===== config.mk =====
export PLATFORM = sky130hd
export DESIGN_NAME = lgp_top
export DESIGN_NICKNAME = d
export VERILOG_FILES = /design/src/core/lgp_pkg.sv /design/src/core/lgp_sync.sv /design/src/core/lgp_top.sv
export SDC_FILE = /design/constraint.sdc
export NUM_CORES = 1
export LEC_CHECK = 0
export ABC_AREA = 0
export BUFFER_PORTS_ARGS = -buffer_cell sky130_fd_sc_hd__buf_4
export CORE_AREA = 2 2 188 328
export CTS_CLUSTER_DIAMETER = 100
export DETAILED_ROUTE_END_ITERATION = 12
export DIE_AREA = 0 0 190 330
export GPL_ROUTABILITY_DRIVEN = 1
export PLACE_DENSITY = 0.66
export SETUP_SLACK_MARGIN = 0.5
export SLEW_MARGIN = 10
export SYNTH_ARGS = -nofsm -noshare
export SYNTH_HDL_FRONTEND = slang
export SYNTH_SLANG_ARGS = --single-unit

===== constraint.sdc =====
create_clock -name clk_in -period 8.9 [get_ports clk_in]
set_clock_uncertainty 0.1 [all_clocks]
set_input_delay 1.78 -clock clk_in [delete_from_list [all_inputs] [get_ports clk_in]]
set_output_delay 1.78 -clock clk_in [all_outputs]
set_load 0.03 [all_outputs]

===== src/core/lgp_pkg.sv =====
// Shared constants for the LED grayscale PWM serial port core
package lgp_pkg;

    // Channel geometry
    localparam int LGP_CHANNELS = 16;
    localparam int LGP_GS_BITS  = 16;
    localparam int LGP_BC_BITS  = 7;

    // Register byte offsets
    localparam logic [7:0] LGP_OFS_CTRL     = 8'h00;
    localparam logic [7:0] LGP_OFS_STATUS   = 8'h04;
    localparam logic [7:0] LGP_OFS_IRQ_STAT = 8'h08;
    localparam logic [7:0] LGP_OFS_IRQ_MASK = 8'h0C;
    localparam logic [7:0] LGP_OFS_BC       = 8'h10;
    localparam logic [7:0] LGP_OFS_COUNT    = 8'h14;

    // Control register fields
    localparam int LGP_CTRL_BLANK_BIT = 0;

    // Status register fields
    localparam int LGP_STAT_OPEN_BIT  = 0;
    localparam int LGP_STAT_TEMP_BIT  = 1;
    localparam int LGP_STAT_BLANK_BIT = 2;
    localparam int LGP_STAT_STATE_LSB = 4;

    // Interrupt status and mask fields
    localparam int LGP_IRQ_W        = 4;
    localparam int LGP_IRQ_GS_LATCH = 0;
    localparam int LGP_IRQ_BC_LATCH = 1;
    localparam int LGP_IRQ_FAULT    = 2;
    localparam int LGP_IRQ_PWM_DONE = 3;

    // Values after reset
    localparam logic                 LGP_CTRL_BLANK_RST = 1'h0;
    localparam logic [LGP_IRQ_W-1:0] LGP_IRQ_MASK_RST   = 4'h0;

    // Positions of the synchronised pins
    localparam int LGP_PINS     = 8;
    localparam int LGP_PIN_SIN  = 0;
    localparam int LGP_PIN_SCK  = 1;
    localparam int LGP_PIN_LAT  = 2;
    localparam int LGP_PIN_BANK = 3;
    localparam int LGP_PIN_PWM  = 4;
    localparam int LGP_PIN_OFF  = 5;
    localparam int LGP_PIN_OPEN = 6;
    localparam int LGP_PIN_TEMP = 7;

    // PWM timing controller states
    typedef enum logic [1:0] {
        LGP_PWM_IDLE = 2'b00,
        LGP_PWM_RUN  = 2'b01,
        LGP_PWM_DONE = 2'b10
    } lgp_pwm_state_t;

endpackage : lgp_pkg


===== src/core/lgp_sync.sv =====
// Two flip-flop synchroniser for a group of pin inputs
`timescale 1ns/1ps
`default_nettype none
module lgp_sync #(
    parameter int WIDTH = 8
) (
    // Clock and reset
    input  wire logic             clk_in,
    input  wire logic             resetn_in,
    // Pins and synchronised levels
    input  wire logic [WIDTH-1:0] async_in,
    output var  logic [WIDTH-1:0] sync_out
);
    logic [WIDTH-1:0] meta_reg;

    // First stage feeds only the second
    always_ff @(posedge clk_in or negedge resetn_in)
    begin
        if (!resetn_in)
        begin
            meta_reg <= '0;
            sync_out <= '0;
        end
        else
        begin
            meta_reg <= async_in;
            sync_out <= meta_reg;
        end
    end
endmodule : lgp_sync
`default_nettype wire


===== src/core/lgp_top.sv =====
// LED grayscale PWM core: serial shift port, latches, PWM counter, errors, APB
`timescale 1ns/1ps
`default_nettype none
// Function
// - Each shift clock rising edge captures serial_in into the selected register.
// - Each shift clock rising edge moves the selected register one bit toward MSB.
// - serial_out shows the MSB of the register chosen by bank_select.
// - A latch strobe rising edge copies the chosen shift register into its latch.
// - bank_select low routes shifting and latching to the gray-level register.
// - bank_select high routes shifting and latching to the brightness register.
// - Without force-off or the control blank bit, each PWM reference rising edge advances the counter by one until it reaches all ones, then it holds.
// - Force-off turns all sinks off, holds counter zero, restarts PWM control.
// - Without force-off or the control blank bit, the PWM controller decides each sink's on/off state.
// - Open-drain error output pulled low while an open LED or overtemperature shows.
module lgp_top
    import lgp_pkg::*;
#(
    parameter int CHANNELS = LGP_CHANNELS,
    parameter int GS_BITS  = LGP_GS_BITS,
    parameter int BC_BITS  = LGP_BC_BITS
) (
    // Clock and reset
    input  wire logic                clk_in,
    input  wire logic                resetn_in,
    // Serial port pins
    input  wire logic                serial_in,
    input  wire logic                shift_clock_in,
    input  wire logic                latch_strobe_in,
    input  wire logic                bank_select_in,
    output var  logic                serial_out,
    // PWM control pins
    input  wire logic                pwm_ref_clock_in,
    input  wire logic                force_all_off_in,
    output var  logic [CHANNELS-1:0] sink_output_out,
    output var  logic [BC_BITS-1:0]  brightness_code_out,
    // Fault detector inputs and open-drain error pin
    input  wire logic                open_led_detect_in,
    input  wire logic                overtemp_flag_in,
    output var  logic                error_n_out,
    output var  logic                error_n_oe_out,
    // APB slave
    input  wire logic                psel_in,
    input  wire logic                penable_in,
    input  wire logic                pwrite_in,
    input  wire logic [7:0]          paddr_in,
    input  wire logic [31:0]         pwdata_in,
    output var  logic [31:0]         prdata_out,
    output var  logic                pready_out,
    output var  logic                pslverr_out,
    // Interrupt
    output var  logic                irq_out
);
    localparam int GS_TOTAL = CHANNELS * GS_BITS;

    logic [LGP_PINS-1:0]  pin_s;
    logic [LGP_PINS-1:0]  pin_prev_reg;
    logic                 sck_rise;
    logic                 lat_rise;
    logic                 pwm_rise;
    logic                 bank_s;
    logic                 sin_s;
    logic                 fault;
    logic                 blank;
    logic [GS_TOTAL-1:0]  gs_shift_reg;
    logic [BC_BITS-1:0]   bc_shift_reg;
    logic [GS_TOTAL-1:0]  gs_latch_reg;
    logic [BC_BITS-1:0]   bc_latch_reg;
    logic [GS_BITS-1:0]   count_reg;
    lgp_pwm_state_t       state_reg;
    logic [CHANNELS-1:0]  sink_next;
    logic                 ctrl_blank_reg;
    logic [LGP_IRQ_W-1:0] irq_stat_reg;
    logic [LGP_IRQ_W-1:0] irq_mask_reg;
    logic [LGP_IRQ_W-1:0] irq_set;
    logic [LGP_IRQ_W-1:0] irq_clr;
    logic                 fault_prev_reg;
    logic                 pwm_wrap;
    logic                 apb_access;
    logic                 apb_write;
    logic                 addr_ok;
    logic [31:0]          rd_mux;

    // Pins cross into the core clock
    lgp_sync #(
        .WIDTH(LGP_PINS)
    ) u_sync (
        .clk_in   (clk_in),
        .resetn_in(resetn_in),
        .async_in ({overtemp_flag_in, open_led_detect_in, force_all_off_in,
                    pwm_ref_clock_in, bank_select_in, latch_strobe_in,
                    shift_clock_in, serial_in}),
        .sync_out (pin_s)
    );

    // Previous synchronised levels for edge finding
    always_ff @(posedge clk_in or negedge resetn_in)
    begin
        if (!resetn_in)
            pin_prev_reg <= '0;
        else
            pin_prev_reg <= pin_s;
    end

    // Edges and levels of the link
    assign sck_rise = pin_s[LGP_PIN_SCK] & ~pin_prev_reg[LGP_PIN_SCK];
    assign lat_rise = pin_s[LGP_PIN_LAT] & ~pin_prev_reg[LGP_PIN_LAT];
    assign pwm_rise = pin_s[LGP_PIN_PWM] & ~pin_prev_reg[LGP_PIN_PWM];
    assign bank_s   = pin_s[LGP_PIN_BANK];
    assign sin_s    = pin_s[LGP_PIN_SIN];
    assign fault    = pin_s[LGP_PIN_OPEN] | pin_s[LGP_PIN_TEMP];
    assign blank    = pin_s[LGP_PIN_OFF] | ctrl_blank_reg;

    // Gray-level shift register, serial_in enters at bit 0
    always_ff @(posedge clk_in or negedge resetn_in)
    begin
        if (!resetn_in)
            gs_shift_reg <= '0;
        else if (sck_rise && !bank_s)
            gs_shift_reg <= {gs_shift_reg[GS_TOTAL-2:0], sin_s};
    end

    // Brightness shift register
    always_ff @(posedge clk_in or negedge resetn_in)
    begin
        if (!resetn_in)
            bc_shift_reg <= '0;
        else if (sck_rise && bank_s)
            bc_shift_reg <= {bc_shift_reg[BC_BITS-2:0], sin_s};
    end

    // Daisy-chain output from the selected MSB
    always_ff @(posedge clk_in or negedge resetn_in)
    begin
        if (!resetn_in)
            serial_out <= 1'b0;
        else
            serial_out <= bank_s ? bc_shift_reg[BC_BITS-1] : gs_shift_reg[GS_TOTAL-1];
    end

    // First data latches
    always_ff @(posedge clk_in or negedge resetn_in)
    begin
        if (!resetn_in)
        begin
            gs_latch_reg <= '0;
            bc_latch_reg <= '0;
        end
        else if (lat_rise)
        begin
            if (bank_s)
                bc_latch_reg <= bc_shift_reg;
            else
                gs_latch_reg <= gs_shift_reg;
        end
    end

    assign brightness_code_out = bc_latch_reg;

    // Sink levels one count ahead, one comparator per channel
    for (genvar i = 0; i < CHANNELS; i++)
    begin : g_sink
        assign sink_next[i] = (state_reg == LGP_PWM_IDLE)
            ? (gs_latch_reg[i*GS_BITS +: GS_BITS] != '0)
            : ((count_reg + GS_BITS'(1)) <= gs_latch_reg[i*GS_BITS +: GS_BITS]);
    end

    assign pwm_wrap = pwm_rise && (state_reg == LGP_PWM_RUN) && (count_reg == '1);

    // PWM timing controller and grayscale counter
    always_ff @(posedge clk_in or negedge resetn_in)
    begin
        if (!resetn_in)
        begin
            state_reg       <= LGP_PWM_IDLE;
            count_reg       <= '0;
            sink_output_out <= '0;
        end
        else if (blank)
        begin
            state_reg       <= LGP_PWM_IDLE;
            count_reg       <= '0;
            sink_output_out <= '0;
        end
        else if (pwm_rise)
        begin
            unique case (state_reg)
                LGP_PWM_IDLE:
                begin
                    state_reg       <= LGP_PWM_RUN;
                    count_reg       <= count_reg + GS_BITS'(1);
                    sink_output_out <= sink_next;
                end
                LGP_PWM_RUN:
                begin
                    if (count_reg == '1)
                    begin
                        state_reg       <= LGP_PWM_DONE;
                        sink_output_out <= '0;
                    end
                    else
                    begin
                        count_reg       <= count_reg + GS_BITS'(1);
                        sink_output_out <= sink_next;
                    end
                end
                LGP_PWM_DONE: sink_output_out <= '0;
                default:
                begin
                    state_reg       <= LGP_PWM_IDLE;
                    count_reg       <= '0;
                    sink_output_out <= '0;
                end
            endcase
        end
    end

    // Open-drain error pin, pulled low on a fault
    always_ff @(posedge clk_in or negedge resetn_in)
    begin
        if (!resetn_in)
            error_n_oe_out <= 1'b0;
        else
            error_n_oe_out <= fault;
    end

    assign error_n_out = 1'b0;

    // APB decode
    assign apb_access  = psel_in & penable_in & pready_out;
    assign apb_write   = apb_access & pwrite_in;
    assign addr_ok     = (paddr_in == LGP_OFS_CTRL) || (paddr_in == LGP_OFS_STATUS) ||
                         (paddr_in == LGP_OFS_IRQ_STAT) || (paddr_in == LGP_OFS_IRQ_MASK) ||
                         (paddr_in == LGP_OFS_BC) || (paddr_in == LGP_OFS_COUNT);

    // Read data selection
    always_comb
    begin
        rd_mux = 32'h0000_0000;
        unique case (paddr_in)
            LGP_OFS_CTRL:     rd_mux[LGP_CTRL_BLANK_BIT] = ctrl_blank_reg;
            LGP_OFS_STATUS:
            begin
                rd_mux[LGP_STAT_OPEN_BIT]                 = pin_s[LGP_PIN_OPEN];
                rd_mux[LGP_STAT_TEMP_BIT]                 = pin_s[LGP_PIN_TEMP];
                rd_mux[LGP_STAT_BLANK_BIT]                = blank;
                rd_mux[LGP_STAT_STATE_LSB +: 2]           = state_reg;
            end
            LGP_OFS_IRQ_STAT: rd_mux[LGP_IRQ_W-1:0]  = irq_stat_reg;
            LGP_OFS_IRQ_MASK: rd_mux[LGP_IRQ_W-1:0]  = irq_mask_reg;
            LGP_OFS_BC:       rd_mux[BC_BITS-1:0]    = bc_latch_reg;
            LGP_OFS_COUNT:    rd_mux[GS_BITS-1:0]    = count_reg;
            default:          rd_mux                 = 32'h0000_0000;
        endcase
    end

    // One wait state, then answer with registered data
    always_ff @(posedge clk_in or negedge resetn_in)
    begin
        if (!resetn_in)
        begin
            pready_out  <= 1'b0;
            prdata_out  <= 32'h0000_0000;
            pslverr_out <= 1'b0;
        end
        else
        begin
            pready_out  <= psel_in & penable_in & ~pready_out;
            pslverr_out <= psel_in & penable_in & ~pready_out & ~addr_ok;
            if (psel_in && penable_in && !pready_out && !pwrite_in)
                prdata_out <= rd_mux;
        end
    end

    // Control and mask registers
    always_ff @(posedge clk_in or negedge resetn_in)
    begin
        if (!resetn_in)
        begin
            ctrl_blank_reg <= LGP_CTRL_BLANK_RST;
            irq_mask_reg   <= LGP_IRQ_MASK_RST;
        end
        else if (apb_write)
        begin
            if (paddr_in == LGP_OFS_CTRL)
                ctrl_blank_reg <= pwdata_in[LGP_CTRL_BLANK_BIT];
            if (paddr_in == LGP_OFS_IRQ_MASK)
                irq_mask_reg <= pwdata_in[LGP_IRQ_W-1:0];
        end
    end

    // Fault rise detection for the event
    always_ff @(posedge clk_in or negedge resetn_in)
    begin
        if (!resetn_in)
            fault_prev_reg <= 1'b0;
        else
            fault_prev_reg <= fault;
    end

    // Events and write-one-to-clear
    always_comb
    begin
        irq_set                   = '0;
        irq_set[LGP_IRQ_GS_LATCH] = lat_rise & ~bank_s;
        irq_set[LGP_IRQ_BC_LATCH] = lat_rise & bank_s;
        irq_set[LGP_IRQ_FAULT]    = fault & ~fault_prev_reg;
        irq_set[LGP_IRQ_PWM_DONE] = pwm_wrap & ~blank;
        irq_clr = (apb_write && paddr_in == LGP_OFS_IRQ_STAT) ? pwdata_in[LGP_IRQ_W-1:0] : '0;
    end

    // Sticky status, a new event beats a clear
    always_ff @(posedge clk_in or negedge resetn_in)
    begin
        if (!resetn_in)
            irq_stat_reg <= '0;
        else
            irq_stat_reg <= (irq_stat_reg & ~irq_clr) | irq_set;
    end

    // Level interrupt
    always_ff @(posedge clk_in or negedge resetn_in)
    begin
        if (!resetn_in)
            irq_out <= 1'b0;
        else
            irq_out <= |(((irq_stat_reg & ~irq_clr) | irq_set) & irq_mask_reg);
    end

    // Checks
    a_gs_shift_capture: assert property (@(posedge clk_in) disable iff (!resetn_in)
        (sck_rise && !bank_s) |=> (gs_shift_reg[0] == $past(sin_s)) &&
        (gs_shift_reg[GS_TOTAL-1:1] == $past(gs_shift_reg[GS_TOTAL-2:0])))
        else $error("gray-level shift did not capture or move");
    a_bc_shift_hold: assert property (@(posedge clk_in) disable iff (!resetn_in)
        (!sck_rise || !bank_s) |=> $stable(bc_shift_reg))
        else $error("brightness shift register moved while not selected");
    a_bc_shift_move: assert property (@(posedge clk_in) disable iff (!resetn_in)
        (sck_rise && bank_s) |=> (bc_shift_reg == {$past(bc_shift_reg[BC_BITS-2:0]), $past(sin_s)}))
        else $error("brightness shift did not move one bit");
    a_serial_out_msb: assert property (@(posedge clk_in) disable iff (!resetn_in)
        ##1 serial_out == ($past(bank_s) ? $past(bc_shift_reg[BC_BITS-1])
                                         : $past(gs_shift_reg[GS_TOTAL-1])))
        else $error("serial_out is not the selected MSB");
    a_latch_copy_bank: assert property (@(posedge clk_in) disable iff (!resetn_in)
        lat_rise |=> ($past(bank_s) ? (bc_latch_reg == $past(bc_shift_reg))
                                    : (gs_latch_reg == $past(gs_shift_reg))))
        else $error("latch strobe did not copy the selected register");
    a_count_advance: assert property (@(posedge clk_in) disable iff (!resetn_in)
        (pwm_rise && !blank && state_reg != LGP_PWM_DONE && count_reg != '1)
        |=> count_reg == $past(count_reg) + GS_BITS'(1))
        else $error("grayscale counter did not advance");
    a_blank_forces_off: assert property (@(posedge clk_in) disable iff (!resetn_in)
        blank |=> (sink_output_out == '0) && (count_reg == '0) && (state_reg == LGP_PWM_IDLE))
        else $error("force-off did not clear outputs and counter");
    a_sink_on_time: assert property (@(posedge clk_in) disable iff (!resetn_in)
        (pwm_rise && !blank && state_reg == LGP_PWM_RUN && count_reg != '1)
        |=> sink_output_out[0] == (count_reg <= gs_latch_reg[GS_BITS-1:0]))
        else $error("channel zero on-time does not match its gray level");
    a_error_pin_drive: assert property (@(posedge clk_in) disable iff (!resetn_in)
        ##1 (error_n_oe_out == $past(fault)) && (error_n_out == 1'b0))
        else $error("error pin does not follow the fault inputs");
endmodule : lgp_top
`default_nettype wire


==> results of run 1 <==
layout make-up:
class / count / area share [%]
flip-flops and latches: 609 / 46.2
multi-input cells: 1773 / 40.0
clock buffers: 74 / 4.57
well taps: 786 / 2.98
inverters: 244 / 2.78
repair buffers: 97 / 2.42
clock inverters: 22 / 1.12
through the flow:
step / utilization [%] / worst slack [ns] / instances / cell area (um2)
3_3_place_gp: 51.9 / 4.87 / 3509 / 31100
4_1_cts: 55.0 / 4.81 / 3605 / 33000
6_report: 55.0 / 4.79 / 3605 / 33000
3_5_place_dp: 51.9 / 4.82 / 3509 / 31100
2_1_floorplan: - / 5.05 / 2752 / 29800
5_1_grt: 55.0 / 4.59 / 3605 / 33000
how the worst max path moves through the flow:
stage	cells past startpoint	startpoint	endpoint
2_1_floorplan	11	count_reg[0]$_DFFE_PN0P_	sink_output_out[10]$_DFFE_PN0P_
3_3_place_gp	13	count_reg[0]$_DFFE_PN0P_	sink_output_out[5]$_DFFE_PN0P_
3_5_place_dp	13	count_reg[0]$_DFFE_PN0P_	sink_output_out[6]$_DFFE_PN0P_
4_1_cts	13	count_reg[0]$_DFFE_PN0P_	sink_output_out[11]$_DFFE_PN0P_
5_1_grt	13	count_reg[0]$_DFFE_PN0P_	sink_output_out[8]$_DFFE_PN0P_
6_report	13	count_reg[0]$_DFFE_PN0P_	sink_output_out[6]$_DFFE_PN0P_
where the power goes:
| group | internal, mW | switching (mW) |
|---|---|---|
| clock | 1.47 | 1.04 |
| combinational | 0.140 | 0.250 |
| sequential | 2.83 | 0.0521 |
| total | 4.44 | 1.35 |
placed cells by master (no fill, tap or decap), drive strengths merged, types with 17 or more instances in the layout:
cell	netlist	layout
nand2	331	331
conb	1	17
a21o	20	20
buf	54	97
nor3	23	23
clkbuf	72	74
ha	257	257
nor2b	20	20
dfrtp	609	609
a21oi	122	122
nand3	47	47
o21ai	274	274
nor2	25	25
a211oi	33	33
nor4	82	82
inv	244	245
nand4	67	67
a221o	19	19
mux2	292	292
logic make-up (layout without fill, tap and decap cells):
| family | count (synthesis) | count (layout) | share of synthesized area [%] |
|---|---|---|---|
| simple gates | 635 | 635 | 10.3 |
| flops | 609 | 609 | 51.2 |
| compound gates | 558 | 558 | 11.2 |
| buf+inv | 370 | 437 | 5.03 |
| mux | 294 | 294 | 11.1 |
| fa+ha+maj | 257 | 257 | 10.8 |
| xor+xnor | 12 | 12 | 0.353 |
| other cells | 1 | 17 | 0.0126 |
routing by layer:
metal,track usage [%],wire length [um],share of wire (%)
met1,27.2,28300,40
met2,41.8,36200,52
met3,2.90,2990,4.3
met4,8.86,2790,4.0
met5,0,0,0
==> results.ini, run 1 <==
[setup_path]
max_stage_delay_ns = 0.42
rr_startpoint = count_reg[0]$_DFFE_PN0P_
path_cells = buf_4 -> ha_1 -> and4_1 -> and3_1 -> and3_1 -> xnor2_2 -> buf_4 -> ha_1 -> nand4_1 -> nor2_1 -> a221o_1 -> o31a_1 -> nor3_1
ff2ff_path_depth = 13
crit_arrival_ns = 4.52
reg2reg_to = sink_output_out[6]$_DFFE_PN0P_
path_max_fanout = 22
crit_family = simple AND/OR/NAND/NOR gates
slowest_stage = buf_4
crit_path_end_kind = register
crit_type = reg -> reg
crit_buf_inv = 2
cp.required_ns = 9.31
startpoint_type = register
r2r_slack_ns = 4.79

[timing]
rsz0062_at_grt = false
hold_ws_ns = 0.251
finalSetupViolCount = 0
period_needed_ns = 4.11
worstMarginPinSlew_ns = 1.13
tns_ns = 0
fmax_mhz = 243
finalHoldViolCount = 0
slew_headroom_pct = 24.5
finalCritPeriodShare_pct = 46.2
maxSlewViolCount = 0

[clocking]
clock-root-buffer = clkbuf_16
path_clk_slew_ns = 0.07
cts_buffer_depth = 3
numCtsBuffers = 54
cts_tree = yes
cts_max_level = 2
clock_latency_ns = 0.60
cts.sinks = 609
cts_setup_buffers = 0
cts_resized = 0
cts-hold-fix-buffers = 0

[placement]
gp_congestion = 0.860
portBuffers = 68
dp_hpwl_mm = 44.8

[grt]
antenna_found_initial = 0
grt_overflow = 0
track_usage_pct = 22.8
grt_pass1_wl_mm = 114
grt_max_degree = 248
grt_pass1_vias = 22100

[die]
die_area_um2 = 62700
start_util_pct = 49.6
fp.dieH_um = 330
die_w_um = 190
fp.coreArea_um2 = 60000
rows = 119
num_io_pins = 114

[cells_and_area]
regArea_um2 = 15200
nFillCells = 5114
antenna_cells = 0
drive_gt1_share_pct = 17.6
multiInputGateArea_um2 = 13200
syn_to_final_growth_pct = 10.9
fin_nets = 3089

[routing]
post_drt_wl_per_cell_um = 19.5
ant_nets = 0
avgViaCountPerCell = 5.82
drt-initial-drc-count = 1312
routed_wirelength_mm = 70.3
drc = 0
num_vias = 21000
drtPass1Iterations = 5

[synthesis]
synth_cell_type_count = 54
yosysTopAreaCellShare_pct = 51.2
avgSynthCellArea_um2 = 10.9
synthArstFlopShare_pct = 100
synth-seq-area-share_pct = 51.2
synth-main-ff-cell = dfrtp_1
synth_area_leaders = dfrtp_1, mux2_2, ha_1
ys_top_cells_by_count = dfrtp_1, nand2_1, mux2_2
yosysWarnings = 0
netlist_area_um2 = 29800
ys_ff_latch = 609
synth_most_common_cell = dfrtp_1
syn_inst = 2736
yosysTopAreaCell = dfrtp_1
synth_edf_count = 0

[power_and_ir_drop]
peakVddDrop_v = 0.000136
powerDensity_nw_per_um2 = 175
p_leak_nw = 15.8
total_power_mw = 5.79

[worst_hold_path]
whs_path_depth = 0
min_from = u_sync.meta_reg[5]$_DFF_PN0_
hp-class = reg -> reg
holdPathEnd = u_sync.sync_out[5]$_DFF_PN0_

[run]
drv_cap = 0

[outcome]
outcome = finished clean

Power figures use the tool's default switching activity.
==> run 2, diff against run 1 <==
PLACE_DENSITY = 0.69   (was 0.66)
clock period = 3.35 ns   (was 8.9 ns; I/O delays follow)
==> results.ini, run 2 (synthesis results as in run 1) <==
[setup_path]
crit_type = reg -> reg
crit_family = buffers and inverters
ff2ff_path_depth = 14  ; +1
max_stage_delay_ns = 0.37  ; -0.05 ns
startpoint_type = register
crit_buf_inv = 5  ; +3
rr_startpoint = count_reg[7]$_DFFE_PN0P_
crit_path_end_kind = register
path_cells = buf_6 -> clkinvlp_4 -> nor4_4 -> buf_4 -> nand3_4 -> xnor2_4 -> clkbuf_16 -> buf_12 -> ha_4 -> nand4_1 -> nor2_1 -> a221o_1 -> o31a_1 -> nor3_2
path_depth = 14  ; +1
path_max_fanout = 7  ; -68%
reg2reg_to = sink_output_out[2]$_DFFE_PN0P_
crit_arrival_ns = 3.62  ; -0.90 ns
r2r_slack_ns = 0.17  ; -4.62 ns
slowest_stage = dfrtp_1
cp.required_ns = 3.79  ; -5.52 ns

[cells_and_area]
regArea_um2 = 15200  ; about the same
layout_common_cells = dfrtp_1, nand2_1, mux2_2
antenna_cells = 0  ; unchanged
nFillCells = 4897  ; -4.2%
multiInputGateArea_um2 = 13700  ; +3.7%
syn_to_final_growth_pct = 15.9
post-route-util_pct = 57.4  ; +2.4 points
fin_nets = 3183  ; +3.0%
final_area_um2 = 34500  ; +4.4%
final_common_cell = dfrtp_1
drive_gt1_share_pct = 22.0  ; +4.4 points

[routing]
routed_wirelength_mm = 74.1  ; +5.4%
ant_nets = 0  ; unchanged
num_vias = 21600  ; +3.0%
drtPass1Iterations = 5  ; unchanged
avgViaCountPerCell = 5.84  ; +0.37%
drc = 0  ; unchanged
post_drt_wl_per_cell_um = 20.0  ; +2.7%
drt-initial-drc-count = 1528  ; +16%

[placement]
gp_congestion = 0.906  ; +5.3%
dp_hpwl_mm = 47.0  ; +5.0%
portBuffers = 68  ; unchanged
place_area_um2 = 31900  ; +2.5%

[timing]
worstMarginPinSlew_ns = 0.935  ; -0.197 ns
fmax_mhz = 314  ; +29%
slew_headroom_pct = 37.2  ; +13 points
finalSetupViolCount = 0  ; unchanged
finalHoldViolCount = 0  ; unchanged
rsz0062_at_grt = true
tns_ns = 0  ; unchanged
finalCritPeriodShare_pct = 95.0  ; +49 points
period_needed_ns = 3.18  ; -0.927 ns
maxSlewViolCount = 0  ; unchanged

[power_and_ir_drop]
powerDensity_nw_per_um2 = 436  ; +150%
peakVddDrop_v = 0.000452  ; +230%
p_leak_nw = 16.4  ; +3.6%

[worst_hold_path]
whs_path_depth = 1  ; +1
hp-class = in -> reg
holdPathEnd = u_sync.meta_reg[1]$_DFF_PN0_
min_from = shift_clock_in

[grt]
met3_usage_pct = 2.73  ; -0.17 points
grt_pass1_vias = 22500  ; +1.9%
antenna_found_initial = 0  ; unchanged
grt_pass1_wl_mm = 117  ; +3.1%
track_usage_pct = 23.7  ; +0.84 points
gr-max-usage-layer = met2
met1_usage_pct = 27.5  ; +0.30 points
grt_max_degree = 163  ; -34%
gr-usage-met2_pct = 42.8  ; +0.97 points
grt_overflow = 0  ; unchanged

[die]
fp.coreArea_um2 = 60000  ; unchanged
fp.dieH_um = 330  ; unchanged
die_w_um = 190  ; unchanged
num_io_pins = 114  ; unchanged
start_util_pct = 49.6  ; unchanged
die_area_um2 = 62700  ; unchanged
rows = 119  ; unchanged

[clocking]
cts_max_level = 2  ; unchanged
cts_tree = yes
numCtsBuffers = 54  ; unchanged
path_clk_slew_ns = 0.06  ; about the same
cts.sinks = 609  ; unchanged
clock_latency_ns = 0.61  ; about the same
cts_buffer_depth = 3  ; unchanged
clock-root-buffer = clkbuf_16

[run]
drv_cap = 0  ; unchanged

[outcome]
outcome = finished clean

run 2: changes by cell type in the layout (fill, tap and decap cells not counted), moves of 5 or more:
cell	change
a2111oi_0	-12
ha_1	-20
nor3_2	+9
ha_4	+20
nand3_1	-5
a2111oi_1	+9
buf_12	+25
buf_6	+7
buf_4	+58
nor3_1	-9
bufinv_16	-7
run 2: layout make-up:
cell class                 instances  share of cell area [%]
timing repair buffer             191                    5.53
multi-input combinational       1773                    39.7
tap                              786                    2.85
clock inverter                    20                   0.559
clock buffer                      77                    4.49
sequential                       609                    44.2
inverter                         244                    2.67
run 2: metal layers:
layer	vias up	part of all wire, %
met5	-	0
met1	10800	38
met2	624	52
li1	9974	-
met3	235	4.4
met4	0	5.5
run 2: worst max path at each step:
stage	slack (ns)	end	from
floorplan	0.23	sink_output_out[10]$_DFFE_PN0P_	count_reg[0]$_DFFE_PN0P_
global placement	-0.18	sink_output_out[10]$_DFFE_PN0P_	count_reg[0]$_DFFE_PN0P_
detailed placement	-0.28	sink_output_out[1]$_DFFE_PN0P_	count_reg[0]$_DFFE_PN0P_
CTS	0.23	sink_output_out[13]$_DFFE_PN0P_	count_reg[6]$_DFFE_PN0P_
global route	0.005	sink_output_out[4]$_DFFE_PN0P_	count_reg[7]$_DFFE_PN0P_
finish	0.17	sink_output_out[2]$_DFFE_PN0P_	count_reg[7]$_DFFE_PN0P_
run 2: timing repair:
action | 4_1_cts | 5_1_grt
setup endpoints to repair | 16 | 16
hold buffers | 1 | 0
setup buffers | 12 | 19
endpoints found under the hold margin | 21 | 0
resized for setup | 35 | 34
pin swaps | 86 | 23
gates cloned | 2 | 1
run 2: worst register-to-register path, cell delays in order, from the launching register on:
cell and delay (ns):
dfrtp_1 0.37, buf_6 0.12, clkinvlp_4 0.11, nor4_4 0.32
buf_4 0.19, nand3_4 0.11, xnor2_4 0.29, clkbuf_16 0.25
buf_12 0.14, ha_4 0.20, nand4_1 0.10, nor2_1 0.08
a221o_1 0.33, o31a_1 0.30, nor3_2 0.10
run 2: metrics by stage:
step | hold WS, ns | setup WS (ns) | instances | total power [mW]
3_3_place_gp | 0.233 | -0.180 | 3568 | 8.85
4_1_cts | 0.0277 | 0.235 | 3680 | 15.1
2_1_floorplan | 0.231 | 0.231 | 2752 | 8.41
3_5_place_dp | 0.236 | -0.284 | 3568 | 8.89
6_report | 0.0615 | 0.167 | 3700 | 15.0
5_1_grt | 0.0415 | 0.00517 | 3700 | 15.6
run 2: power by group:
| group | total [mW] | switching (mW) | internal [mW] |
|---|---|---|---|
| clock network | 6.23 | 2.79 | 3.44 |
| registers | 7.66 | 0.137 | 7.52 |
| logic | 1.13 | 0.704 | 0.426 |
| total | 15.0 | 3.63 | 11.4 |
==> run 3, diff against run 2 <==
GPL_TIMING_DRIVEN = 0   (was not set)
REMOVE_ABC_BUFFERS = 1   (was not set)
==> results.ini, run 3 (synthesis results as in run 1) <==
[timing]
fmax_mhz = 301  ; -4.2%
worstMarginPinSlew_ns = 1.09  ; +0.153 ns
hold_ws_ns = 0.0280  ; -0.0336 ns
finalHoldViolCount = 0  ; unchanged
rsz0062_at_grt = true
slew_headroom_pct = 26.9  ; -10 points
finalSetupViolCount = 0  ; unchanged
fin_ws_ns = 0.0262  ; -0.140 ns
finalCritPeriodShare_pct = 99.2  ; +4.2 points
maxSlewViolCount = 0  ; unchanged
period_needed_ns = 3.32  ; +0.140 ns

[clocking]
clock_latency_ns = 0.62  ; about the same
cts_buffer_depth = 3  ; unchanged
cts.sinks = 609  ; unchanged
cts_max_level = 2  ; unchanged
numCtsBuffers = 53  ; -1.9%
path_clk_slew_ns = 0.07  ; about the same
clock-root-buffer = clkbuf_16
cts_tree = yes

[cells_and_area]
final_common_cell = dfrtp_1
fin_nets = 3226  ; +1.4%
syn_to_final_growth_pct = 17.9
final_area_um2 = 35100  ; +1.7%
drive_gt1_share_pct = 24.3  ; +2.4 points
layout_common_cells = dfrtp_1, nand2_1, mux2_2
antenna_cells = 0  ; unchanged

[routing]
routed_wirelength_mm = 73.7  ; -0.49%
drtPass1Iterations = 5  ; unchanged
drc = 0  ; unchanged
ant_nets = 0  ; unchanged
avgViaCountPerCell = 5.83  ; about the same
drt-initial-drc-count = 1410  ; -7.7%
num_vias = 21800  ; +1.1%
post_drt_wl_per_cell_um = 19.7  ; -1.7%

[setup_path]
path_max_fanout = 4  ; -3
crit_path_end_kind = register
cp.required_ns = 3.77  ; -0.02 ns
startpoint_type = register
crit_arrival_ns = 3.74  ; +0.12 ns
crit_type = reg -> reg

[die]
start_util_pct = 49.6  ; unchanged
die_w_um = 190  ; unchanged
fp.dieH_um = 330  ; unchanged
rows = 119  ; unchanged
num_io_pins = 114  ; unchanged
fp.coreArea_um2 = 60000  ; unchanged
die_area_um2 = 62700  ; unchanged

[placement]
gp_congestion = 0.848  ; -6.4%
post-place-ws_ns = -0.918  ; -0.634 ns
place_area_um2 = 32000  ; +0.23%
portBuffers = 68  ; unchanged
dp_hpwl_mm = 49.4  ; +5.2%

[power_and_ir_drop]
peakVddDrop_v = 0.000465  ; +2.7%
p_leak_nw = 16.7  ; +1.9%
total_power_mw = 15.4  ; +2.2%
powerDensity_nw_per_um2 = 438  ; +0.47%

[grt]
grt_pass1_vias = 22900  ; +1.5%
grt_max_degree = 117  ; -28%
antenna_found_initial = 0  ; unchanged
grt_pass1_wl_mm = 118  ; +1.1%
grt_overflow = 0  ; unchanged
track_usage_pct = 23.8  ; +0.13 points

[outcome]
outcome = finished clean

[worst_hold_path]
hp-class = in -> async

[run]
drv_cap = 0  ; unchanged

## run 3: changes by cell type in the layout (fill, tap and decap cells not counted), moves of 12 or more
cell,delta
a21oi_1,-16
buf_4,+20
a21oi_2,+15
buf_12,-17
buf_8,+12
buf_6,+26
## run 3: critical path, cell delays in order, from the launching register on
cell and delay (ns):
dfrtp_2 0.43, buf_12 0.14, ha_4 0.15, and4_4 0.18, and3_4 0.19, and3_4 0.20, xnor2_4 0.26, buf_6 0.17
buf_12 0.11, ha_4 0.20, nand4_1 0.16, nor2_2 0.07, a221o_1 0.33, o31a_1 0.35, nor3_2 0.20
## run 3: path summary, 6_finish.rpt
| check | from | to | slack [ns] | depth (start not counted) |
|---|---|---|---|---|
| worst max-delay path | count_reg[0]$_DFFE_PN0P_ | sink_output_out[14]$_DFFE_PN0P_ | 0.03 | 14 |
| worst max register to register | count_reg[0]$_DFFE_PN0P_ | sink_output_out[14]$_DFFE_PN0P_ | 0.03 | 14 |
| max in group asynchronous | resetn_in | count_reg[0]$_DFFE_PN0P_ | 1.09 | 4 |
| worst min register to register | u_sync.meta_reg[3]$_DFF_PN0_ | u_sync.sync_out[3]$_DFF_PN0_ | 0.25 | 0 |
| worst min-delay path | resetn_in | gs_shift_reg[122]$_DFFE_PN0P_ | 0.03 | 1 |
| min in group clk_in | overtemp_flag_in | u_sync.meta_reg[7]$_DFF_PN0_ | 0.05 | 1 |
## run 3: area by class of cell
cell class / count / area [um2]
sequential: 609 / 15300
tap: 786 / 983
clock inverter: 27 / 334
fill: 4797 / 24900
timing repair buffer: 235 / 2290
multi-input combinational: 1773 / 13800
clock buffer: 70 / 1510
inverter: 244 / 916
## run 3: metal layers
metal	wire, um	vias to the layer above	GRT usage [%]
li1	-	10000	-
met2	37500	560	42.5
met5	0	-	0
met3	2950	231	3.25
met4	3950	0	13.0
met1	29300	11000	27.5
## run 3: power breakdown
group          switching, mW  internal, mW  leakage (nW)
clock                   2.84          3.72         0.891
combinational          0.708         0.438          7.43
sequential             0.129          7.52          8.39
## run 3: what timing repair did
item / 4_1_cts / 5_1_grt
endpoints found under the setup margin: 46 / 44
cloned: 1 / 0
pin swaps: 68 / 30
setup buffers: 51 / 20
gates resized for setup: 71 / 38
hold buffers: 0 / 0
## run 3: stage by stage
stage	setup TNS [ns]	utilization [%]	cells
finish	0	58.4	3744
global route	-0.0593	58.4	3744
CTS	0	57.9	3724
detailed placement	-12.31	53.3	3575
global placement	-	51.2	3480
floorplan	-	-	2626
